<file path="src/design/sdis_pkg.sv">
// Package: register map, field layout, command codes and timing constants
package sdis_pkg;
    localparam int ADDR_W = 4;
    localparam int DATA_W = 32;
    localparam int MADDR_W = 28;
    // Register indices (word addresses on the plain register port)
    localparam logic [ADDR_W-1:0] REG_MODE = 4'h0;
    localparam logic [ADDR_W-1:0] REG_CONFIG = 4'h1;
    localparam logic [ADDR_W-1:0] REG_LOW_POWER = 4'h2;
    localparam logic [ADDR_W-1:0] REG_REFRESH = 4'h3;
    localparam logic [ADDR_W-1:0] REG_DEVTYPE = 4'h4;
    localparam logic [ADDR_W-1:0] REG_STATUS = 4'h5;
    // Command codes of the mode field
    localparam logic [2:0] CMD_NORMAL = 3'h0;
    localparam logic [2:0] CMD_NOP = 3'h1;
    localparam logic [2:0] CMD_PRECHARGE = 3'h2;
    localparam logic [2:0] CMD_MODE_SET = 3'h3;
    localparam logic [2:0] CMD_REFRESH = 3'h4;
    localparam logic [2:0] CMD_EXT_SET = 3'h5;
    // Device types
    localparam logic [1:0] DEV_LPDDR1 = 2'h1;
    localparam logic [1:0] DEV_DDR2 = 2'h2;
    // Configuration register fields
    localparam int CFG_CAS_LSB = 0;
    localparam int CFG_DLL_BIT = 4;
    localparam int CFG_DRIVE_BIT = 5;
    localparam int CFG_TEMP_BIT = 6;
    localparam int CFG_OCD_LSB = 8;
    localparam int CFG_COL_LSB = 12;
    localparam int CFG_ROW_LSB = 16;
    localparam int CFG_BANK_BIT = 20;
    localparam logic [DATA_W-1:0] CFG_RESET = 32'h0000_0003;
    // Low-power register fields
    localparam int LP_PASR_LSB = 0;
    localparam int LP_DS_LSB = 4;
    // Mode register address-bus layout
    localparam int MR_CAS_LSB = 4;
    localparam int MR_DLL_BIT = 8;
    localparam logic [2:0] MR_BURST_8 = 3'h3;
    localparam int A_PRE_ALL_BIT = 10;
    localparam int EMR_OCD_LSB = 7;
    localparam int EMR_TEMP_BIT = 7;
    localparam int EMR_DRIVE_BIT = 1;
    localparam int EMR_LP_DS_LSB = 5;
    // Bank selects for the extended sets
    localparam logic [1:0] BANK_EMR1 = 2'h1;
    localparam logic [1:0] BANK_EMR2 = 2'h2;
    localparam logic [1:0] BANK_EMR3 = 2'h3;
    // Refresh timer
    localparam int RTR_W = 12;
    localparam logic [RTR_W-1:0] RTR_RESET = 12'h000;
    // Timing
    localparam int CLK_MHZ = 20;
    localparam int PAUSE_US = 200;
    localparam int PAUSE_CYC = PAUSE_US * CLK_MHZ;
    localparam int CNT_W = 16;
    // Command pins: {cs_n, ras_n, cas_n, we_n}
    localparam logic [3:0] PIN_NOP = 4'h7;
    localparam logic [3:0] PIN_PRECHARGE = 4'h2;
    localparam logic [3:0] PIN_REFRESH = 4'h1;
    localparam logic [3:0] PIN_LOAD_MODE = 4'h0;
    localparam logic [3:0] PIN_DESELECT = 4'hf;
endpackage

</file>
<file path="src/design/sdis_pause_timer.sv">
// Pause timer: holds busy for a programmable number of cycles after a start pulse
`timescale 1ns/1ps
module sdis_pause_timer #(
    parameter int CYCLES = 4000,
    parameter int W = 16
) (
    // Clock and reset
    input wire logic clock,
    input wire logic rst,
    // Control
    input wire logic start,
    output logic busy
);
    initial begin
        if (CYCLES < 1 || CYCLES >= (1 << W)) begin
            $error("sdis_pause_timer: CYCLES does not fit W");
        end
    end

    logic [W-1:0] cnt_q;
    logic [W-1:0] cnt_d;

    assign cnt_d = start ? W'(CYCLES) : (cnt_q != '0 ? cnt_q - W'(1) : cnt_q);
    assign busy = cnt_q != '0;

    always_ff @(posedge clock) begin
        if (rst) begin
            cnt_q <= '0;
        end else begin
            cnt_q <= cnt_d;
        end
    end
endmodule

</file>
<file path="src/design/sdis_cmd_issue.sv">
// Command pin driver: registers one SDRAM command for one cycle, else NOP while the clock runs and deselect while it is off
`timescale 1ns/1ps
module sdis_cmd_issue #(
    parameter int AW = 14
) (
    // Clock and reset
    input wire logic clock,
    input wire logic rst,
    // Request
    input wire logic issue,
    input wire logic [3:0] pins,
    input wire logic [1:0] bank,
    input wire logic [AW-1:0] addr,
    input wire logic clk_on,
    // SDRAM pins
    output logic [3:0] cmd_pins_q,
    output logic [1:0] ba_q,
    output logic [AW-1:0] a_q
);
    import sdis_pkg::*;

    always_ff @(posedge clock) begin
        if (rst) begin
            cmd_pins_q <= PIN_DESELECT;
            ba_q <= '0;
            a_q <= '0;
        end else if (issue) begin
            cmd_pins_q <= pins;
            ba_q <= bank;
            a_q <= addr;
        end else begin
            cmd_pins_q <= clk_on ? PIN_NOP : PIN_DESELECT;
        end
    end
endmodule

</file>
<file path="src/design/sdis_init_sequencer.sv">
// Software-driven SDRAM initialization command sequencer with register port
// Function
// Code 1 plus memory write issues NOP and enables the SDRAM clocks.
// Code 2 plus memory write issues all-banks precharge.
// Code 4 issues one auto-refresh per write; software writes twice.
// Code 3 write issues mode set with CAS and burst; bank bits zero.
// Code 5 issues extended set; bank bits from address select the target.
// LPDDR1 extended set carries PASR and drive strength from low-power register.
// Code 0 plus memory write returns to normal operation.
// After first NOP, pause at least 200 us before further toggles.
// Software follows the LPDDR1 init order.
// DDR2: CKE goes high when the second NOP is acknowledged.
// Software waits 200 cycles after DLL-enable extended set.
// DLL-reset bit selects DLL reset in the mode set command.
// OCD field in first extended set: 7 default, 0 exit.
// Software follows the DDR2 init order.
// DDR2 config holds drive strength with columns, rows, banks, CAS.
// Second extended set carries commercial/high-temperature selection.
// Refresh count sets auto-refresh interval in clock cycles.
// Software makes one extra write after normal mode before refresh rate.
// In non-normal mode a memory write triggers the command only, no data.
//
// Local design decisions: the address-and-strobe port and the register offsets.
`timescale 1ns/1ps
module sdis_init_sequencer #(
    parameter int PAUSE_CYCLES = sdis_pkg::PAUSE_CYC,
    parameter int ROW_W = 14
) (
    // Clock and reset
    input wire logic clock,
    input wire logic rst,
    // Register port
    input wire logic [sdis_pkg::ADDR_W-1:0] reg_addr,
    input wire logic [sdis_pkg::DATA_W-1:0] reg_wdata,
    input wire logic reg_wr,
    input wire logic reg_rd,
    output logic [sdis_pkg::DATA_W-1:0] reg_rdata,
    // Memory-space write from the system side
    input wire logic mem_wr,
    input wire logic [sdis_pkg::MADDR_W-1:0] mem_addr,
    output logic mem_wr_data_ok,
    output logic normal_mode,
    // SDRAM command pins and refresh request
    output logic sdram_clk_en,
    output logic sdram_cke,
    output logic [3:0] sdram_cmd,
    output logic [1:0] sdram_ba,
    output logic [ROW_W-1:0] sdram_a,
    output logic refresh_req
);
    import sdis_pkg::*;

    initial begin
        if (ROW_W < 13 || ROW_W > 16) begin
            $error("sdis_init_sequencer: ROW_W must be 13 to 16");
        end
        if (PAUSE_CYCLES < 1) begin
            $error("sdis_init_sequencer: PAUSE_CYCLES must be positive");
        end
    end

    typedef enum logic [1:0] {
        SDIS_OFF,
        SDIS_CLOCKED,
        SDIS_CKE_ON
    } sdis_pwr_t;

    // Register state
    logic [2:0] mode_q;
    logic [DATA_W-1:0] cfg_q;
    logic [7:0] lp_q;
    logic [RTR_W-1:0] rtr_q;
    logic [1:0] dev_q;
    logic [DATA_W-1:0] rdata_q;
    logic normal_q;
    sdis_pwr_t pwr_q;
    sdis_pwr_t pwr_d;
    logic [RTR_W-1:0] rcnt_q;
    logic [RTR_W-1:0] rcnt_d;
    logic refresh_q;

    // Register decode
    function automatic logic hit(input logic [ADDR_W-1:0] a, input logic [ADDR_W-1:0] r);
        return a == r;
    endfunction

    wire wr_mode = reg_wr && hit(reg_addr, REG_MODE);
    wire wr_cfg = reg_wr && hit(reg_addr, REG_CONFIG);
    wire wr_lp = reg_wr && hit(reg_addr, REG_LOW_POWER);
    wire wr_rtr = reg_wr && hit(reg_addr, REG_REFRESH);
    wire wr_dev = reg_wr && hit(reg_addr, REG_DEVTYPE);

    // Memory-space command decode
    wire [1:0] wr_bank = mem_addr[MADDR_W-2 +: 2];
    wire pause_busy;
    // Toggles are held back while the pause runs; the write is still acknowledged
    wire cmd_ok = mem_wr && !pause_busy;
    wire is_nop = cmd_ok && mode_q == CMD_NOP;
    wire is_pre = cmd_ok && mode_q == CMD_PRECHARGE;
    wire is_ref = cmd_ok && mode_q == CMD_REFRESH;
    wire is_mrs = cmd_ok && mode_q == CMD_MODE_SET;
    wire is_extended_mode_set = cmd_ok && mode_q == CMD_EXT_SET;
    wire is_norm = mem_wr && mode_q == CMD_NORMAL;
    wire first_nop = mem_wr && mode_q == CMD_NOP && pwr_q == SDIS_OFF;
    wire is_ddr2 = dev_q == DEV_DDR2;

    // Mode set word: burst 8, CAS latency, DLL reset
    logic [ROW_W-1:0] mrs_word;
    always_comb begin
        mrs_word = '0;
        mrs_word[2:0] = MR_BURST_8;
        mrs_word[MR_CAS_LSB +: 3] = cfg_q[CFG_CAS_LSB +: 3];
        mrs_word[MR_DLL_BIT] = is_ddr2 && cfg_q[CFG_DLL_BIT];
    end

    // Extended set word, chosen by device type and target bank
    logic [ROW_W-1:0] extended_mode_set_word;
    always_comb begin
        extended_mode_set_word = '0;
        if (!is_ddr2) begin
            extended_mode_set_word[2:0] = lp_q[LP_PASR_LSB +: 3];
            extended_mode_set_word[EMR_LP_DS_LSB +: 2] = lp_q[LP_DS_LSB +: 2];
        end else begin
            case (wr_bank)
                BANK_EMR1: begin
                    extended_mode_set_word[EMR_DRIVE_BIT] = cfg_q[CFG_DRIVE_BIT];
                    extended_mode_set_word[EMR_OCD_LSB +: 3] = cfg_q[CFG_OCD_LSB +: 3];
                end
                BANK_EMR2: extended_mode_set_word[EMR_TEMP_BIT] = cfg_q[CFG_TEMP_BIT];
                BANK_EMR3: extended_mode_set_word = '0;
                default: extended_mode_set_word = '0;
            endcase
        end
    end

    // Command selection
    wire issue = is_nop || is_pre || is_ref || is_mrs || is_extended_mode_set;
    wire [3:0] pins_sel = (is_pre) ? PIN_PRECHARGE :
                          (is_ref) ? PIN_REFRESH :
                          (is_mrs || is_extended_mode_set) ? PIN_LOAD_MODE : PIN_NOP;
    wire [1:0] bank_sel = is_mrs ? 2'h0 : wr_bank;
    wire [ROW_W-1:0] a_sel = is_pre ? ROW_W'(1 << A_PRE_ALL_BIT) :
                             is_mrs ? mrs_word :
                             is_extended_mode_set ? extended_mode_set_word : '0;

    // Power-up progression of clock and CKE
    always_comb begin
        pwr_d = pwr_q;
        case (pwr_q)
            SDIS_OFF: begin
                if (first_nop) begin
                    pwr_d = is_ddr2 ? SDIS_CLOCKED : SDIS_CKE_ON;
                end
            end
            SDIS_CLOCKED: begin
                if (is_nop) begin
                    pwr_d = SDIS_CKE_ON;
                end
            end
            SDIS_CKE_ON: pwr_d = pwr_q;
            default: pwr_d = SDIS_OFF;
        endcase
    end

    // Refresh interval counter runs only in normal mode with a nonzero count
    wire rcnt_zero = rcnt_q == '0;
    // Reload with count minus one so a count of N gives one request every N cycles
    assign rcnt_d = (!normal_q || rtr_q == '0) ? '0 :
                    rcnt_zero ? rtr_q - RTR_W'(1) : rcnt_q - RTR_W'(1);

    // Read mux
    logic [DATA_W-1:0] rd_mux;
    always_comb begin
        rd_mux = '0;
        case (reg_addr)
            REG_MODE: rd_mux[2:0] = mode_q;
            REG_CONFIG: rd_mux = cfg_q;
            REG_LOW_POWER: rd_mux[7:0] = lp_q;
            REG_REFRESH: rd_mux[RTR_W-1:0] = rtr_q;
            REG_DEVTYPE: rd_mux[1:0] = dev_q;
            REG_STATUS: rd_mux[3:0] = {pause_busy, normal_q, sdram_cke, sdram_clk_en};
            default: rd_mux = '0;
        endcase
    end

    always_ff @(posedge clock) begin
        if (rst) begin
            mode_q <= CMD_NORMAL;
            cfg_q <= CFG_RESET;
            lp_q <= '0;
            dev_q <= DEV_DDR2;
            rdata_q <= '0;
        end else begin
            if (wr_mode) mode_q <= reg_wdata[2:0];
            if (wr_cfg) cfg_q <= reg_wdata;
            if (wr_lp) lp_q <= reg_wdata[7:0];
            if (wr_dev) dev_q <= reg_wdata[1:0];
            rdata_q <= reg_rd ? rd_mux : '0;
        end
    end

    always_ff @(posedge clock) begin
        if (rst) begin
            rtr_q <= RTR_RESET;
            normal_q <= 1'b0;
            pwr_q <= SDIS_OFF;
            rcnt_q <= RTR_RESET;
            refresh_q <= 1'b0;
        end else begin
            if (wr_rtr) rtr_q <= reg_wdata[RTR_W-1:0];
            if (is_norm) normal_q <= 1'b1;
            else if (wr_mode && reg_wdata[2:0] != CMD_NORMAL) normal_q <= 1'b0;
            pwr_q <= pwr_d;
            rcnt_q <= rcnt_d;
            refresh_q <= normal_q && rtr_q != '0 && rcnt_zero;
        end
    end

    sdis_pause_timer #(
        .CYCLES(PAUSE_CYCLES),
        .W(CNT_W)
    ) u_pause (
        .clock(clock),
        .rst(rst),
        .start(first_nop),
        .busy(pause_busy)
    );

    sdis_cmd_issue #(
        .AW(ROW_W)
    ) u_issue (
        .clock(clock),
        .rst(rst),
        .issue(issue),
        .pins(pins_sel),
        .bank(bank_sel),
        .addr(a_sel),
        .clk_on(sdram_clk_en),
        .cmd_pins_q(sdram_cmd),
        .ba_q(sdram_ba),
        .a_q(sdram_a)
    );

    assign reg_rdata = rdata_q;
    assign sdram_clk_en = pwr_q != SDIS_OFF;
    assign sdram_cke = pwr_q == SDIS_CKE_ON;
    assign normal_mode = normal_q;
    // Write data reach the array only in normal mode
    assign mem_wr_data_ok = mem_wr && mode_q == CMD_NORMAL && normal_q;
    assign refresh_req = refresh_q;
endmodule

</file>
<file path="config.mk">
export PLATFORM = sky130hd
export DESIGN_NAME = sdis_init_sequencer
export DESIGN_NICKNAME = d
export VERILOG_FILES = /design/src/design/sdis_pkg.sv /design/src/design/sdis_pause_timer.sv /design/src/design/sdis_cmd_issue.sv /design/src/design/sdis_init_sequencer.sv
export SDC_FILE = /design/constraint.sdc
export NUM_CORES = 1
export LEC_CHECK = 0
export BUFFER_PORTS_ARGS = -buffer_cell sky130_fd_sc_hd__buf_2
export CAP_MARGIN = 25
export CORE_ASPECT_RATIO = 1.5
export CORE_MARGIN = 5
export CORE_UTILIZATION = 35
export DETAILED_ROUTE_END_ITERATION = 12
export GPL_ROUTABILITY_DRIVEN = 0
export PLACE_DENSITY = 0.67
export SETUP_SLACK_MARGIN = 0.3
export SLEW_MARGIN = 15
export SYNTH_ARGS = -nofsm -noshare
export SYNTH_HDL_FRONTEND = slang
export SYNTH_SLANG_ARGS = --single-unit
</file>
<file path="constraint.sdc">
create_clock -name clock -period 2.8 [get_ports clock]
set_clock_uncertainty 0.15 [all_clocks]
set_input_delay 0.56 -clock clock [delete_from_list [all_inputs] [get_ports clock]]
set_output_delay 0.56 -clock clock [all_outputs]
set_load 0.02 [all_outputs]
</file>
Yosys cells after proc, flatten, opt, wreduce, memory -nomap -nowiden
Index checks and enable logic that the tools add are counted.
{"block": "totals", "reg_bits": 141, "in_bits": 69, "out_inout_bits": 57, "elab_cells": 111}
{"block": "classes", "add_sub_neg": 3, "n_eq_ne": 17, "mux": 29, "bitwise": 3, "reduce_logical": 43}
{"operator": "$mux 14", "n": 3}
{"operator": "$mux 12", "n": 3}
{"operator": "$logic_not 12->1", "n": 2}
{"operator": "$sub 12x1->12 const B", "n": 2}
{"operator": "$logic_and 1x1->1", "n": 19}
{"operator": "$reduce_bool 16->1", "n": 1}
{"operator": "$sub 16x1->16 const B", "n": 1}
{"operator": "$mux 3", "n": 5}
{"operator": "$mux 2", "n": 6}
{"operator": "$pmux 2 s6", "n": 1}
{"operator": "$pmux 4 s3", "n": 1}
{"operator": "$reduce_bool 12->1", "n": 1}
{"operator": "$eq 4x2->1 const B", "n": 2}
{"operator": "$eq 4x3->1 const B", "n": 2}
{"operator": "$mux 4", "n": 2}
{"operator": "$pmux 4 s2", "n": 1}
{"operator": "$eq 2x2->1 const B", "n": 3}
{"operator": "$eq 3x2->1 const B", "n": 2}
{"operator": "$eq 3x3->1 const B", "n": 2}
{"operator": "$logic_or 1x1->1", "n": 6}
{"operator": "$pmux 2 s3", "n": 1}
{"operator": "$reduce_bool 2->1", "n": 3}
{"operator": "$reduce_or 2->1", "n": 3}
{"operator": "$pmux 1 s5", "n": 1}
{"operator": "other kinds (16)", "n": 22}

Longest topological paths before layout
Gate-level depths: netlist of the first run.
{"block": "logic_depth", "depth_word": 9, "depth_mapped": 9, "mapped_depth_nobuf": 8}

Cells and area by module
From an unflattened synthesis of the first run, not the netlist that was laid out.
{"block": "hier_totals", "cells_unflattened": 684, "area_unflattened_um2": 5965.7}
{"mod": "sdis_init_sequencer", "n_inst": 1, "cells_per_inst": 518, "area_per_inst_um2": 4403.0}
{"mod": "sdis_pause_timer", "n_inst": 1, "cells_per_inst": 103, "area_per_inst_um2": 855.8}
{"mod": "sdis_cmd_issue", "n_inst": 1, "cells_per_inst": 63, "area_per_inst_um2": 706.9}

Worst setup path after synthesis of the first run
OpenSTA, ideal clock, no wires.
{"block": "synth_path", "kind": "reg-to-reg", "from": "register rcnt_q[9]", "to": "register rcnt_q[4]", "setup_ns": 0.115, "arrival_ns": 2.648, "t_required_ns": 2.535, "path_slack_ns": -0.113, "path_stages_with_launch": 10, "path_buffers": 1, "synth_period_minus_slack_ns": 2.913, "path_cell_list": "dfxtp_1 > or4_1 > nor4b_4 > clkbuf_1 > a21oi_1 > ha_1 > nor2b_1 > a21boi_1 > nor3b_1 > a2111oi_0"}
{"block": "synth_via", "elab_chain_cells": 2}
{"element": "start, declared", "line_no": "sdis_init_sequencer.sv:78", "text": "logic [RTR_W-1:0] rcnt_q;"}
{"element": "start signal, assigned", "line_no": "sdis_init_sequencer.sv:214", "text": "rcnt_q <= rcnt_d;"}
{"element": "$logic_not 12->1", "line_no": "sdis_init_sequencer.sv:166", "text": "wire rcnt_zero = rcnt_q == '0;"}
{"element": "$mux 12", "line_no": "sdis_init_sequencer.sv:169", "text": "rcnt_zero ? rtr_q - RTR_W'(1) : rcnt_q - RTR_W'(1);"}
No other way between the ends.
A chain may end at the register's enable or synchronous reset.

Worst setup path after layout of the first run
{"block": "layout_path", "from": "register rcnt_q[8]", "to": "register rcnt_q[4]"}
The elaborated chain is that of the path after synthesis.

==> key figures, run 1 <==
Status
  – Status: finished, final reports clean

Final layout
  – Area of the multi-input gates: 2750 um2
  – Register area: ~2800 um2
  – Diodes inserted: 0
  – Share of post-route cells with drive strength above 1: around a quarter
  – Final non-filler cell total: 957
  – Post-route cell area: 7030 um2
  – Final-layout fill cell count: between 1500 and 2000
  – Net count, final: around 820
  – Area grow syn2layout: 25.4%
  – Final core occ: between 40% and 50%

Synth
  – Synthesized area: around 5600 um2
  – Proportion of synthesized area in mux cells: about 5.0%
  – List of most frequent post-synthesis cells: dfxtp_1, nand2_1, a21oi_1
  – Warnings, synthesis: 0
  – Top_reg_cell synth: dfxtp_1
  – Async SR Flop Fraction: 0%
  – Post-synth EDFFs: 0
  – Unique masters post-synth: 56
  – Post-synthesis sequential element count: around 140
  – Complex-gate fraction of the synthesized area: roughly 15%
  – Adder-Cell Fraction of Synth Area: 1.12%
  – Simple-gate share of the synthesized area: 23.3%
  – Synth area leader: dfxtp_1
  – Most area-consuming cells after synthesis: dfxtp_1, nand2_1, a21oi_1
  – Sequential-to-total area share from yosys stat: slightly below 50%
  – Cells after synthesis: ~640
  – Top-count cell post-synth: dfxtp_1
  – Share of the synthesized area in the top cell type: around half
  – Combinational family with the most area after synthesis: simple AND/OR/NAND/NOR gates
  – Synth Area per Inst: approximately 8.8 um2
  – Synth Area in XOR/XNOR: 2.97%

Floorplanning
  – Die height: about 160 um
  – Initial cell density of the core: between 30% and 40%
  – Die W: approximately 110 um
  – Ports: about 130
  – Number of cell rows: 56
  – Core footprint: 15700 um2
  – Die ar.: approximately 19000 um2

Timing
  – Unrepaired setup endpoints after global routing: true
  – Final min period: 2.63 ns
  – Setup TNS: 0 ns
  – Measured slew at the worst slew-check pin: around 0.67 ns
  – Endpoints failing hold: 0
  – Final setup vio count: 0
  – Slew margin rel.: between 50% and 60%
  – Max Fclk: 380 MHz
  – Tcrit/Tclk final: a little over nine tenths
  – Slew Limit Fails: 0

Clock tree
  – CTS tree: yes
  – CTS buffer count: 17
  – Clock slew at reported path FFs: roughly 0.060 ns
  – Htree depth: 4
  – Hold_buf cts: 0
  – Clk sinks: 137
  – Worst-Skew Late Latency: 0.41 ns
  – Clock Path Buffers: 2
  – Root Driver: clkbuf_16

Global route
  – Gr usage total: between 10% and 20%
  – Pin count of the biggest net entering global routing: 40
  – First-pass GRT wire length: about 23000 um
  – Initial antenna violation count: 0
  – GR Overflow Total: 0
  – Vias in the first global route: between 4000 and 5000

Setup path
  – Crit-path cells: or4_4 -> nor4b_4 -> buf_4 -> a21oi_2 -> ha_2 -> nor2b_4 -> a21boi_4 -> nor3b_4 -> a2111oi_2
  – Critical path class: flop to flop
  – Worst Path Buf+Inv: 1
  – WP data arrival: roughly 2.8 ns
  – Crit path max fanout: 5
  – CP Launch Type: flop
  – WP data required: 2.96 ns
  – CP max-delay cell: or4_4
  – Critical path's top delay family: simple AND/OR/NAND/NOR gates
  – Crit-path max cell delay: about 0.57 ns
  – Critical Path Sink Type: flop

Routing
  – Final WL: 14900 um
  – Drt drc: 0
  – Vias: 4889
  – 1st-iter DRT viols: ~220
  – Via/cell ratio: roughly 5
  – 1st-pass router iterations: 4
  – ANT nets after route: 0
  – Drt wl/cell: around 16 um

Pwr
  – Power Density: ~770 nW/um2
  – Leakage: between 2 and 3 nW
  – Pwr Total: approximately 5.4 mW
  – Maximum VDD drop: between 0.5 and 0.6 mV

Placed design
  – Placed Area: 6360 um2
  – Placed Cells: between 900 and 1000
  – PortBufs: 95
  – HPWL Detailed: 10700 um

Flow run
  – Max Cap Violations: 0

Hold path
  – Hold Path Class: primary input to flop
==> per-layer routing <==
metal | vias up | share of wire (%) | track usage, %
met5 | - | 0 | 0
met4 | 0 | 2.3 | 6.72
met3 | 19 | 4.4 | 3.23
met2 | 105 | 55 | 29.2
met1 | 2328 | 38 | 17.1
li1 | 2437 | - | -
==> stage by stage <==
step | hold WS, ns | worst slack (ns)
floorplan | 0.268 | 0.152
global placement | 0.283 | 0.298
detailed placement | 0.290 | 0.222
CTS | 0.220 | 0.200
global route | 0.237 | 0.0994
finish | 0.232 | 0.167
==> sequential cells by signal (all words and copies together) (netlist names) <==
| register | flops |
|---|---|
| refresh_req | 1 |
| rcnt_q | 12 |
| u_issue.cmd_pins_q | 4 |
| cfg_q | 32 |
| u_issue.ba_q | 2 |
| rtr_q | 12 |
| u_pause.cnt_q | 16 |
| pwr_q | 2 |
| u_issue.a_q | 10 |
| lp_q | 8 |
| reg_rdata | 32 |
| normal_mode | 1 |
| mode_q | 3 |
| dev_q | 2 |
==> cells in the final DEF, fill, tap and decap left out, drive strengths merged, types with 3 or more instances in the layout <==
master / netlist / routed
nand2b: 5 / 5
clkbuf: 32 / 18
a2111oi: 7 / 7
a21oi: 74 / 74
clkinv: 0 / 6
conb: 1 / 4
a22o: 4 / 4
o41ai: 3 / 3
nor3: 12 / 12
nor2b: 7 / 7
clkinvlp: 0 / 4
buf: 9 / 124
a211oi: 6 / 6
xnor2: 13 / 13
mux2: 6 / 6
ha: 5 / 5
nand2: 104 / 104
mux2i: 19 / 19
dfxtp: 137 / 137
inv: 7 / 10
o21ai: 7 / 7
nand4: 5 / 5
nor2: 51 / 51
and2: 23 / 23
a22oi: 9 / 9
or3: 10 / 10
xor2: 6 / 6
a32o: 5 / 5
nor4: 9 / 9
nand3: 17 / 17
or4: 6 / 6
or2: 5 / 5
a31oi: 4 / 4
a21o: 6 / 6
==> final timing paths <==
check / startpoint / end / slack (ns) / cells after the start
hold / removal: reg_wdata[12] / cfg_q[12] / 0.23 / 3
hold reg to reg: cfg_q[28] / cfg_q[28] / 0.30 / 2
setup / recovery: rcnt_q[8] / rcnt_q[4] / 0.17 / 9
setup reg to reg: rcnt_q[8] / rcnt_q[4] / 0.17 / 9
==> what timing repair did <==
| item | in CTS | in global routing |
|---|---|---|
| endpoints found under the setup margin | 9 | 15 |
| setup buffers | 0 | 6 |
| gates resized for setup | 1 | 19 |
| pin swaps | 0 | 9 |
==> cell type report <==
| class | count | share of cell area, % |
|---|---|---|
| clock inverter | 14 | 1.76 |
| tap | 203 | 3.61 |
| timing repair buffer | 124 | 9.91 |
| multi-input combinational | 454 | 39.1 |
| inverter | 7 | 0.374 |
| sequential | 137 | 39.1 |
| clock buffer | 18 | 6.11 |
==> worst reg2reg max path, delay by kind of cell, from the launching register on <==
family / cells / cell delay (ns)
compound gates: 3 / 0.52
buf+inv: 1 / 0.18
simple gates: 4 / 1.13
fa+ha+maj: 1 / 0.20
flops: 1 / 0.36
==> report_power, final <==
group	internal, mW	switching [mW]
Combinational	0.496	0.635
Clock	1.22	0.886
Sequential	2.07	0.117
==> kinds of logic after synthesis <==
| group | after synthesis |
|---|---|
| adder cells (fa/ha/maj) | 5 |
| AND/OR/NAND/NOR | 266 |
| buffers and inverters | 48 |
| XOR/XNOR | 19 |
| multiplexers | 26 |
| flip-flops | 137 |
| other | 1 |
| AO/OA/AOI/OAI | 134 |
No activity file was read; power rests on OpenSTA's default activity.
==> inputs of run 2 (changes only) <==
--- a/config.mk
+++ b/config.mk
@@ -12,9 +12,10 @@
 export CORE_UTILIZATION = 35
 export DETAILED_ROUTE_END_ITERATION = 12
 export GPL_ROUTABILITY_DRIVEN = 0
-export PLACE_DENSITY = 0.67
+export PLACE_DENSITY = 0.64
 export SETUP_SLACK_MARGIN = 0.3
 export SLEW_MARGIN = 15
 export SYNTH_ARGS = -nofsm -noshare
 export SYNTH_HDL_FRONTEND = slang
+export SYNTH_HIERARCHICAL = 1
 export SYNTH_SLANG_ARGS = --single-unit
==> constraint.sdc (replaced) <==
create_clock -name clock -period 3.4 [get_ports clock]
set_clock_uncertainty 0.15 [all_clocks]
set_input_delay 0.68 -clock clock [delete_from_list [all_inputs] [get_ports clock]]
set_output_delay 0.68 -clock clock [all_outputs]
set_load 0.02 [all_outputs]
==> run 2 against run 1 <==
  * Power shrank 15%
  * First-iteration DRC count grew 80%
  * Combinational power shrank 22%
  * Die area grew 6.0%
  * Register-to-register slack gained 0.32 ns
  * Wire length grew 7.2%
  * Worst setup slack gained 0.32 ns
  * Flip-flop and latch count grew 4
  * Clock power shrank 12%
  * Highest routed layer unchanged
==> key figures, run 2 <==
Status
  – Status: finished, final reports clean

Clock tree
  – Htree depth: 4
  – Clock Path Buffers: 2
  – CTS tree: yes
  – CTS buffer count: 17
  – Clock slew at reported path FFs: about 0.060 ns
  – Hold_buf cts: 0
  – Worst-Skew Late Latency: ~0.42 ns
  – Clk sinks: 141
  – Root Driver: clkbuf_16

Placed design
  – PortBufs: 99
  – Placed Area: about 6700 um2
  – Placed Cells: ~980
  – HPWL Detailed: ~11000 um

Timing
  – Measured slew at the worst slew-check pin: between 0.9 and 1 ns
  – Final setup vio count: 0
  – Tcrit/Tclk final: 85.6%
  – Slew Limit Fails: 0
  – Endpoints failing hold: 0
  – Max Fclk: roughly 340 MHz
  – Setup TNS: 0 ns
  – Unrepaired setup endpoints after global routing: false
  – Slew margin rel.: around 36%
  – Final min period: just under 3 ns

Routing
  – Drt drc: 0
  – ANT nets after route: 0
  – Final WL: around 16000 um
  – 1st-pass router iterations: 5
  – 1st-iter DRT viols: a little over 400
  – Vias: between 5000 and 6000
  – Drt wl/cell: ~16 um
  – Via/cell ratio: between 5 and 6

Synth
  – Top_reg_cell synth: dfxtp_1
  – Synthesized area: 5970 um2
  – Sequential-to-total area share from yosys stat: about 47%
  – Post-synthesis sequential element count: between 100 and 150
  – Warnings, synthesis: 6
  – Synth Area per Inst: 8.72 um2
  – Top-count cell post-synth: dfxtp_1
  – List of most frequent post-synthesis cells: dfxtp_1, nand2_1, nor2_1
  – Share of the synthesized area in the top cell type: 47.3%
  – Async SR Flop Fraction: 0%
  – Synth area leader: dfxtp_1
  – Post-synth EDFFs: 0
  – Unique masters post-synth: 60
  – Cells after synthesis: roughly 700
  – Most area-consuming cells after synthesis: dfxtp_1, mux2i_1, nand2_1

Setup path
  – Reg2reg start: rcnt_q[2]
  – Critical Path Sink Type: flop
  – Reg2reg setup slack: 0.49 ns
  – Critical R2R Capture: rcnt_q[8]
  – Critical path's top delay family: simple AND/OR/NAND/NOR gates
  – CP Launch Type: flop
  – WP data required: approximately 3.6 ns
  – Reg2Reg Depth: 10
  – Crit-path cells: nor4_1 -> nand2_1 -> nor2_1 -> a21oi_1 -> ha_1 -> or3b_4 -> or2_0 -> a311o_1 -> o31a_1 -> nor3_1
  – WP data arrival: 3.10 ns
  – Critical path class: flop to flop
  – CP max-delay cell: a311o_1
  – Crit-path max cell delay: roughly 0.43 ns
  – Crit path max fanout: 6
  – Worst Path Buf+Inv: 0

Floorplanning
  – Die W: between 100 and 150 um
  – Number of cell rows: 58
  – Die height: ~170 um
  – Core footprint: 16800 um2
  – Die ar.: slightly below 20000 um2
  – Ports: 126
  – Initial cell density of the core: between 30% and 40%

Final layout
  – Net count, final: between 800 and 900
  – Area grow syn2layout: 22.2%
  – Final core occ: roughly 43%
  – Commonest non-fill, non-tap cells in the layout: dfxtp_1, buf_2, nand2_1
  – Final non-filler cell total: approximately 1000
  – Share of post-route cells with drive strength above 1: a little over a fifth
  – Post-route cell area: ~7300 um2
  – Most common cell after layout, fill and taps aside: dfxtp_1

Pwr
  – Clock network fraction of design power: 40.2%
  – Power Density: between 600 and 700 nW/um2
  – Maximum VDD drop: around 0.39 mV
  – Switching power total: between 1 and 1.5 mW
  – Net Sw Frac: around 29%
  – Leakage: between 3 and 4 nW
  – Gate power share: a little under a fifth
  – Sequential power share: approximately two fifths
  – Internal power: about 3.3 mW

Global route
  – Vias in the first global route: about 5000
  – Initial antenna violation count: 1
  – Pin count of the biggest net entering global routing: a little under 90
  – First-pass GRT wire length: 25200 um
  – Gr usage total: approximately 16%
  – GR Overflow Total: 0

Hold path
  – Hold depth: 2
  – Worst Min Path Start: cfg_q[14]
  – Hold EP: cfg_q[14]
  – Hold Path Class: flop to flop

Flow run
  – Max Cap Violations: 0
run 2: repair_timing:
item / CTS / global route
endpoints found under the setup margin: 0 / 1
gates resized for setup: 0 / 1
setup buffers: 0 / 0
run 2: area by class of cell:
class,count,area [um2]
sequential,141,2820
antenna,1,2.50
fill,1669,9470
timing repair buffer,115,616
clock buffer,20,457
multi-input combinational,498,2950
clock inverter,12,134
tap,210,263
inverter,12,45.0
run 2: cells by family after synthesis:
family | Yosys count | share of synthesized area [%]
simple gates | 316 | 26.0
xor+xnor | 5 | 0.734
compound gates | 119 | 12.9
flops | 141 | 47.3
other cells | 1 | 0.0629
buf+inv | 49 | 3.59
fa+ha+maj | 4 | 0.839
mux | 49 | 8.56
run 2: worst max-delay path by stage:
stage | startpoint | cells past startpoint | end
after floorplan | u_pause/cnt_q[0] | 13 | u_issue/a_q[2]
after global placement | rcnt_q[0] | 10 | rcnt_q[8]
after detailed placement | rcnt_q[4] | 10 | rcnt_q[8]
after CTS | rcnt_q[2] | 10 | rcnt_q[8]
after global routing | rcnt_q[0] | 10 | rcnt_q[8]
final | rcnt_q[2] | 10 | rcnt_q[8]
run 2: layer usage:
metal	GRT usage (%)	wire length, um	vias to the layer above
li1	-	-	2610
met1	18.6	6450	2496
met2	28.5	8330	123
met3	3.24	717	25
met4	6.64	436	0
met5	0	0	-
run 2: worst register-to-register path: stages, from the launching register on:
cell and delay (ns):
dfxtp_1 0.42, nor4_1 0.12, nand2_1 0.13, nor2_1 0.08, a21oi_1 0.19, ha_1 0.20, or3b_4 0.39, or2_0 0.25
a311o_1 0.43, o31a_1 0.33, nor3_1 0.15
run 2: per-stage QoR:
step	setup WS (ns)	hold WS (ns)	total power [mW]
detailed placement	0.541	0.292	2.76
finish	0.490	0.299	4.59
floorplan	0.587	0.282	2.53
global placement	0.561	0.288	2.75
global route	0.303	0.316	4.82
CTS	0.519	0.301	4.62
run 2: power groups by stage:
stage / logic [mW] / clock network, mW / registers [mW]
after floorplan: 0.662 / 0 / 1.87
after global placement: 0.861 / 0 / 1.89
after detailed placement: 0.868 / 0 / 1.90
after CTS: 0.875 / 1.89 / 1.86
after global routing: 0.977 / 1.96 / 1.88
final: 0.881 / 1.85 / 1.86
==> inputs of run 3 (changes only) <==
--- a/config.mk
+++ b/config.mk
@@ -10,6 +10,7 @@
 export CORE_ASPECT_RATIO = 1.5
 export CORE_MARGIN = 5
 export CORE_UTILIZATION = 35
+export CTS_BUF_LIST = sky130_fd_sc_hd__clkbuf_8
 export DETAILED_ROUTE_END_ITERATION = 12
 export GPL_ROUTABILITY_DRIVEN = 0
 export PLACE_DENSITY = 0.64
==> run 3 against run 2 <==
  * Register-to-register slack hardly changed
  * Worst setup slack better by 0.0050 ns
  * Maximum frequency is 0.17% higher
  * Clock power is 27% lower
  * Count of clock-buffer cells in the layout is 1 lower
  * Global-route usage hardly changed
==> key figures, run 3 (synthesized netlist as in run 2, its figures left out) <==
Status
  – Status: finished, final reports clean

Final layout
  – Final core occ: around 42%
  – Commonest non-fill, non-tap cells in the layout: dfxtp_1, buf_2, nand2_1
  – Share of post-route cells with drive strength above 1: 21.6%
  – Most common cell after layout, fill and taps aside: dfxtp_1
  – Net count, final: ~860
  – Final-layout fill cell count: 1701
  – Area grow syn2layout: 19.1%
  – Final non-filler cell total: approximately 1000

Timing
  – Tcrit/Tclk final: around 85%
  – Slew margin rel.: a little over a third
  – Setup TNS: 0 ns
  – Unrepaired setup endpoints after global routing: false
  – Endpoints failing hold: 0
  – Slew Limit Fails: 0
  – Final min period: between 2 and 3 ns
  – Max Fclk: 344 MHz
  – Final setup vio count: 0
  – Setup ws final: just under 0.5 ns
  – Measured slew at the worst slew-check pin: around 0.95 ns

Routing
  – Uppermost layer routed: met4
  – Final WL: around 16000 um
  – Metal3 WL: roughly 660 um
  – Met1 WL: 6370 um
  – Drt wl/cell: 15.7 um
  – Via/cell ratio: around 5.2
  – Met2 routed WL: about 8300 um
  – Drt drc: 0
  – 1st-pass router iterations: 5
  – Vias: about 5300
  – 1st-iter DRT viols: 468
  – ANT nets after route: 0

Setup path
  – Critical R2R Capture: rcnt_q[8]
  – Critical Path Sink Type: flop
  – CP Launch Type: flop
  – Critical path class: flop to flop
  – WP data required: roughly 3.6 ns
  – Reg2reg setup slack: around 0.5 ns
  – WP data arrival: 3.12 ns
  – Crit path max fanout: 6
  – Reg2Reg Depth: 10
  – Reg2reg start: rcnt_q[2]

Pwr
  – Internal power: around 2.8 mW
  – Leakage: about 3 nW
  – Pwr Total: 4.10 mW
  – Clock network fraction of design power: 33.0%
  – Switching power total: around 1.3 mW
  – Sequential power share: a little under half
  – Gate power share: a little over a fifth
  – Maximum VDD drop: ~0.43 mV
  – Power Density: between 500 and 600 nW/um2
  – Net Sw Frac: 31.2%

Placed design
  – PortBufs: 99
  – Pre-CTS WS: about 0.54 ns
  – Placed Cells: between 900 and 1000
  – HPWL Detailed: between 10000 and 15000 um

Floorplanning
  – Number of cell rows: 58
  – Initial cell density of the core: between 30% and 40%
  – Die ar.: around 20000 um2
  – Die height: about 170 um
  – Core footprint: about 17000 um2
  – Die W: roughly 120 um
  – Ports: 126

Global route
  – Vias in the first global route: 4957
  – Initial antenna violation count: 1
  – Pin count of the biggest net entering global routing: ~90
  – Gr usage total: roughly 16%
  – GR Overflow Total: 0
  – First-pass GRT wire length: between 20000 and 30000 um

Hold path
  – Worst Min Path Start: cfg_q[13]
  – Hold EP: cfg_q[13]
  – Hold depth: 2
  – Hold Path Class: flop to flop

Flow run
  – Max Cap Violations: 0

Clock tree
  – CTS buffer count: 17
  – Root Driver: clkbuf_8
  – Clock Path Buffers: 2
  – CTS tree: yes
  – Clk sinks: ~140
  – Postcts setup bufs: 0
  – Clock slew at reported path FFs: 0.08 ns
  – Htree depth: 4
  – Worst-Skew Late Latency: ~0.44 ns
## run 3: cell count changes in the layout (fill, tap and decap cells not counted), sizes merged
cell / change
clkbuf: -1
inv: +1
## run 3: worst max-delay path by stage
stage / from / endpoint / slack [ns] / cells after the start
final: rcnt_q[2] / rcnt_q[8] / 0.50 / 10
after global routing: rcnt_q[2] / rcnt_q[8] / 0.31 / 10
after CTS: rcnt_q[2] / rcnt_q[8] / 0.51 / 10
after global placement: rcnt_q[0] / rcnt_q[8] / 0.56 / 10
after floorplan: u_pause/cnt_q[0] / u_issue/a_q[2] / 0.59 / 13
after detailed placement: rcnt_q[4] / rcnt_q[8] / 0.54 / 10
## run 3: metrics by stage
stage / area, um2 / hold WS [ns]
global route: 7100 / 0.299
detailed placement: 6690 / 0.292
floorplan: 5980 / 0.282
finish: 7100 / 0.302
global placement: 6690 / 0.288
CTS: 7090 / 0.303
## run 3: timing repair
item                                    in CTS  in global routing
gates resized for setup                      0                  3
hold buffers                                 0                  0
endpoints found under the setup margin       0                  2
## run 3: routing by layer
layer,global-route usage (%),vias up
met5,0,-
met4,6.99,0
met3,3.34,32
met2,28.5,139
met1,18.5,2509
li1,-,2617
## run 3: power groups by stage
stage          Clock (mW)  Combinational (mW)  Sequential, mW
2_1_floorplan           0               0.662            1.87
3_3_place_gp            0               0.861            1.89
3_5_place_dp            0               0.868            1.90
4_1_cts              1.39               0.875            1.86
5_1_grt              1.46               0.979            1.88
6_report             1.35               0.885            1.86
## run 3: worst max-delay path: stages (launching register included)
cell,delay [ns]
dfxtp_1,0.43
nor4_1,0.12
nand2_1,0.14
nor2_1,0.08
a21oi_1,0.19
ha_1,0.20
or3b_4,0.39
or2_0,0.24
a311o_2,0.43
o31a_1,0.31
nor3_1,0.15
## run 3: area by class of cell
class	count	area [um2]	area share, %
antenna	1	2.50	0.0352
clock buffer	19	262	3.68
clock inverter	13	138	1.94
inverter	12	45.0	0.634
multi-input combinational	498	2950	41.6
sequential	141	2820	39.8
tap	210	263	3.70
timing repair buffer	115	616	8.67
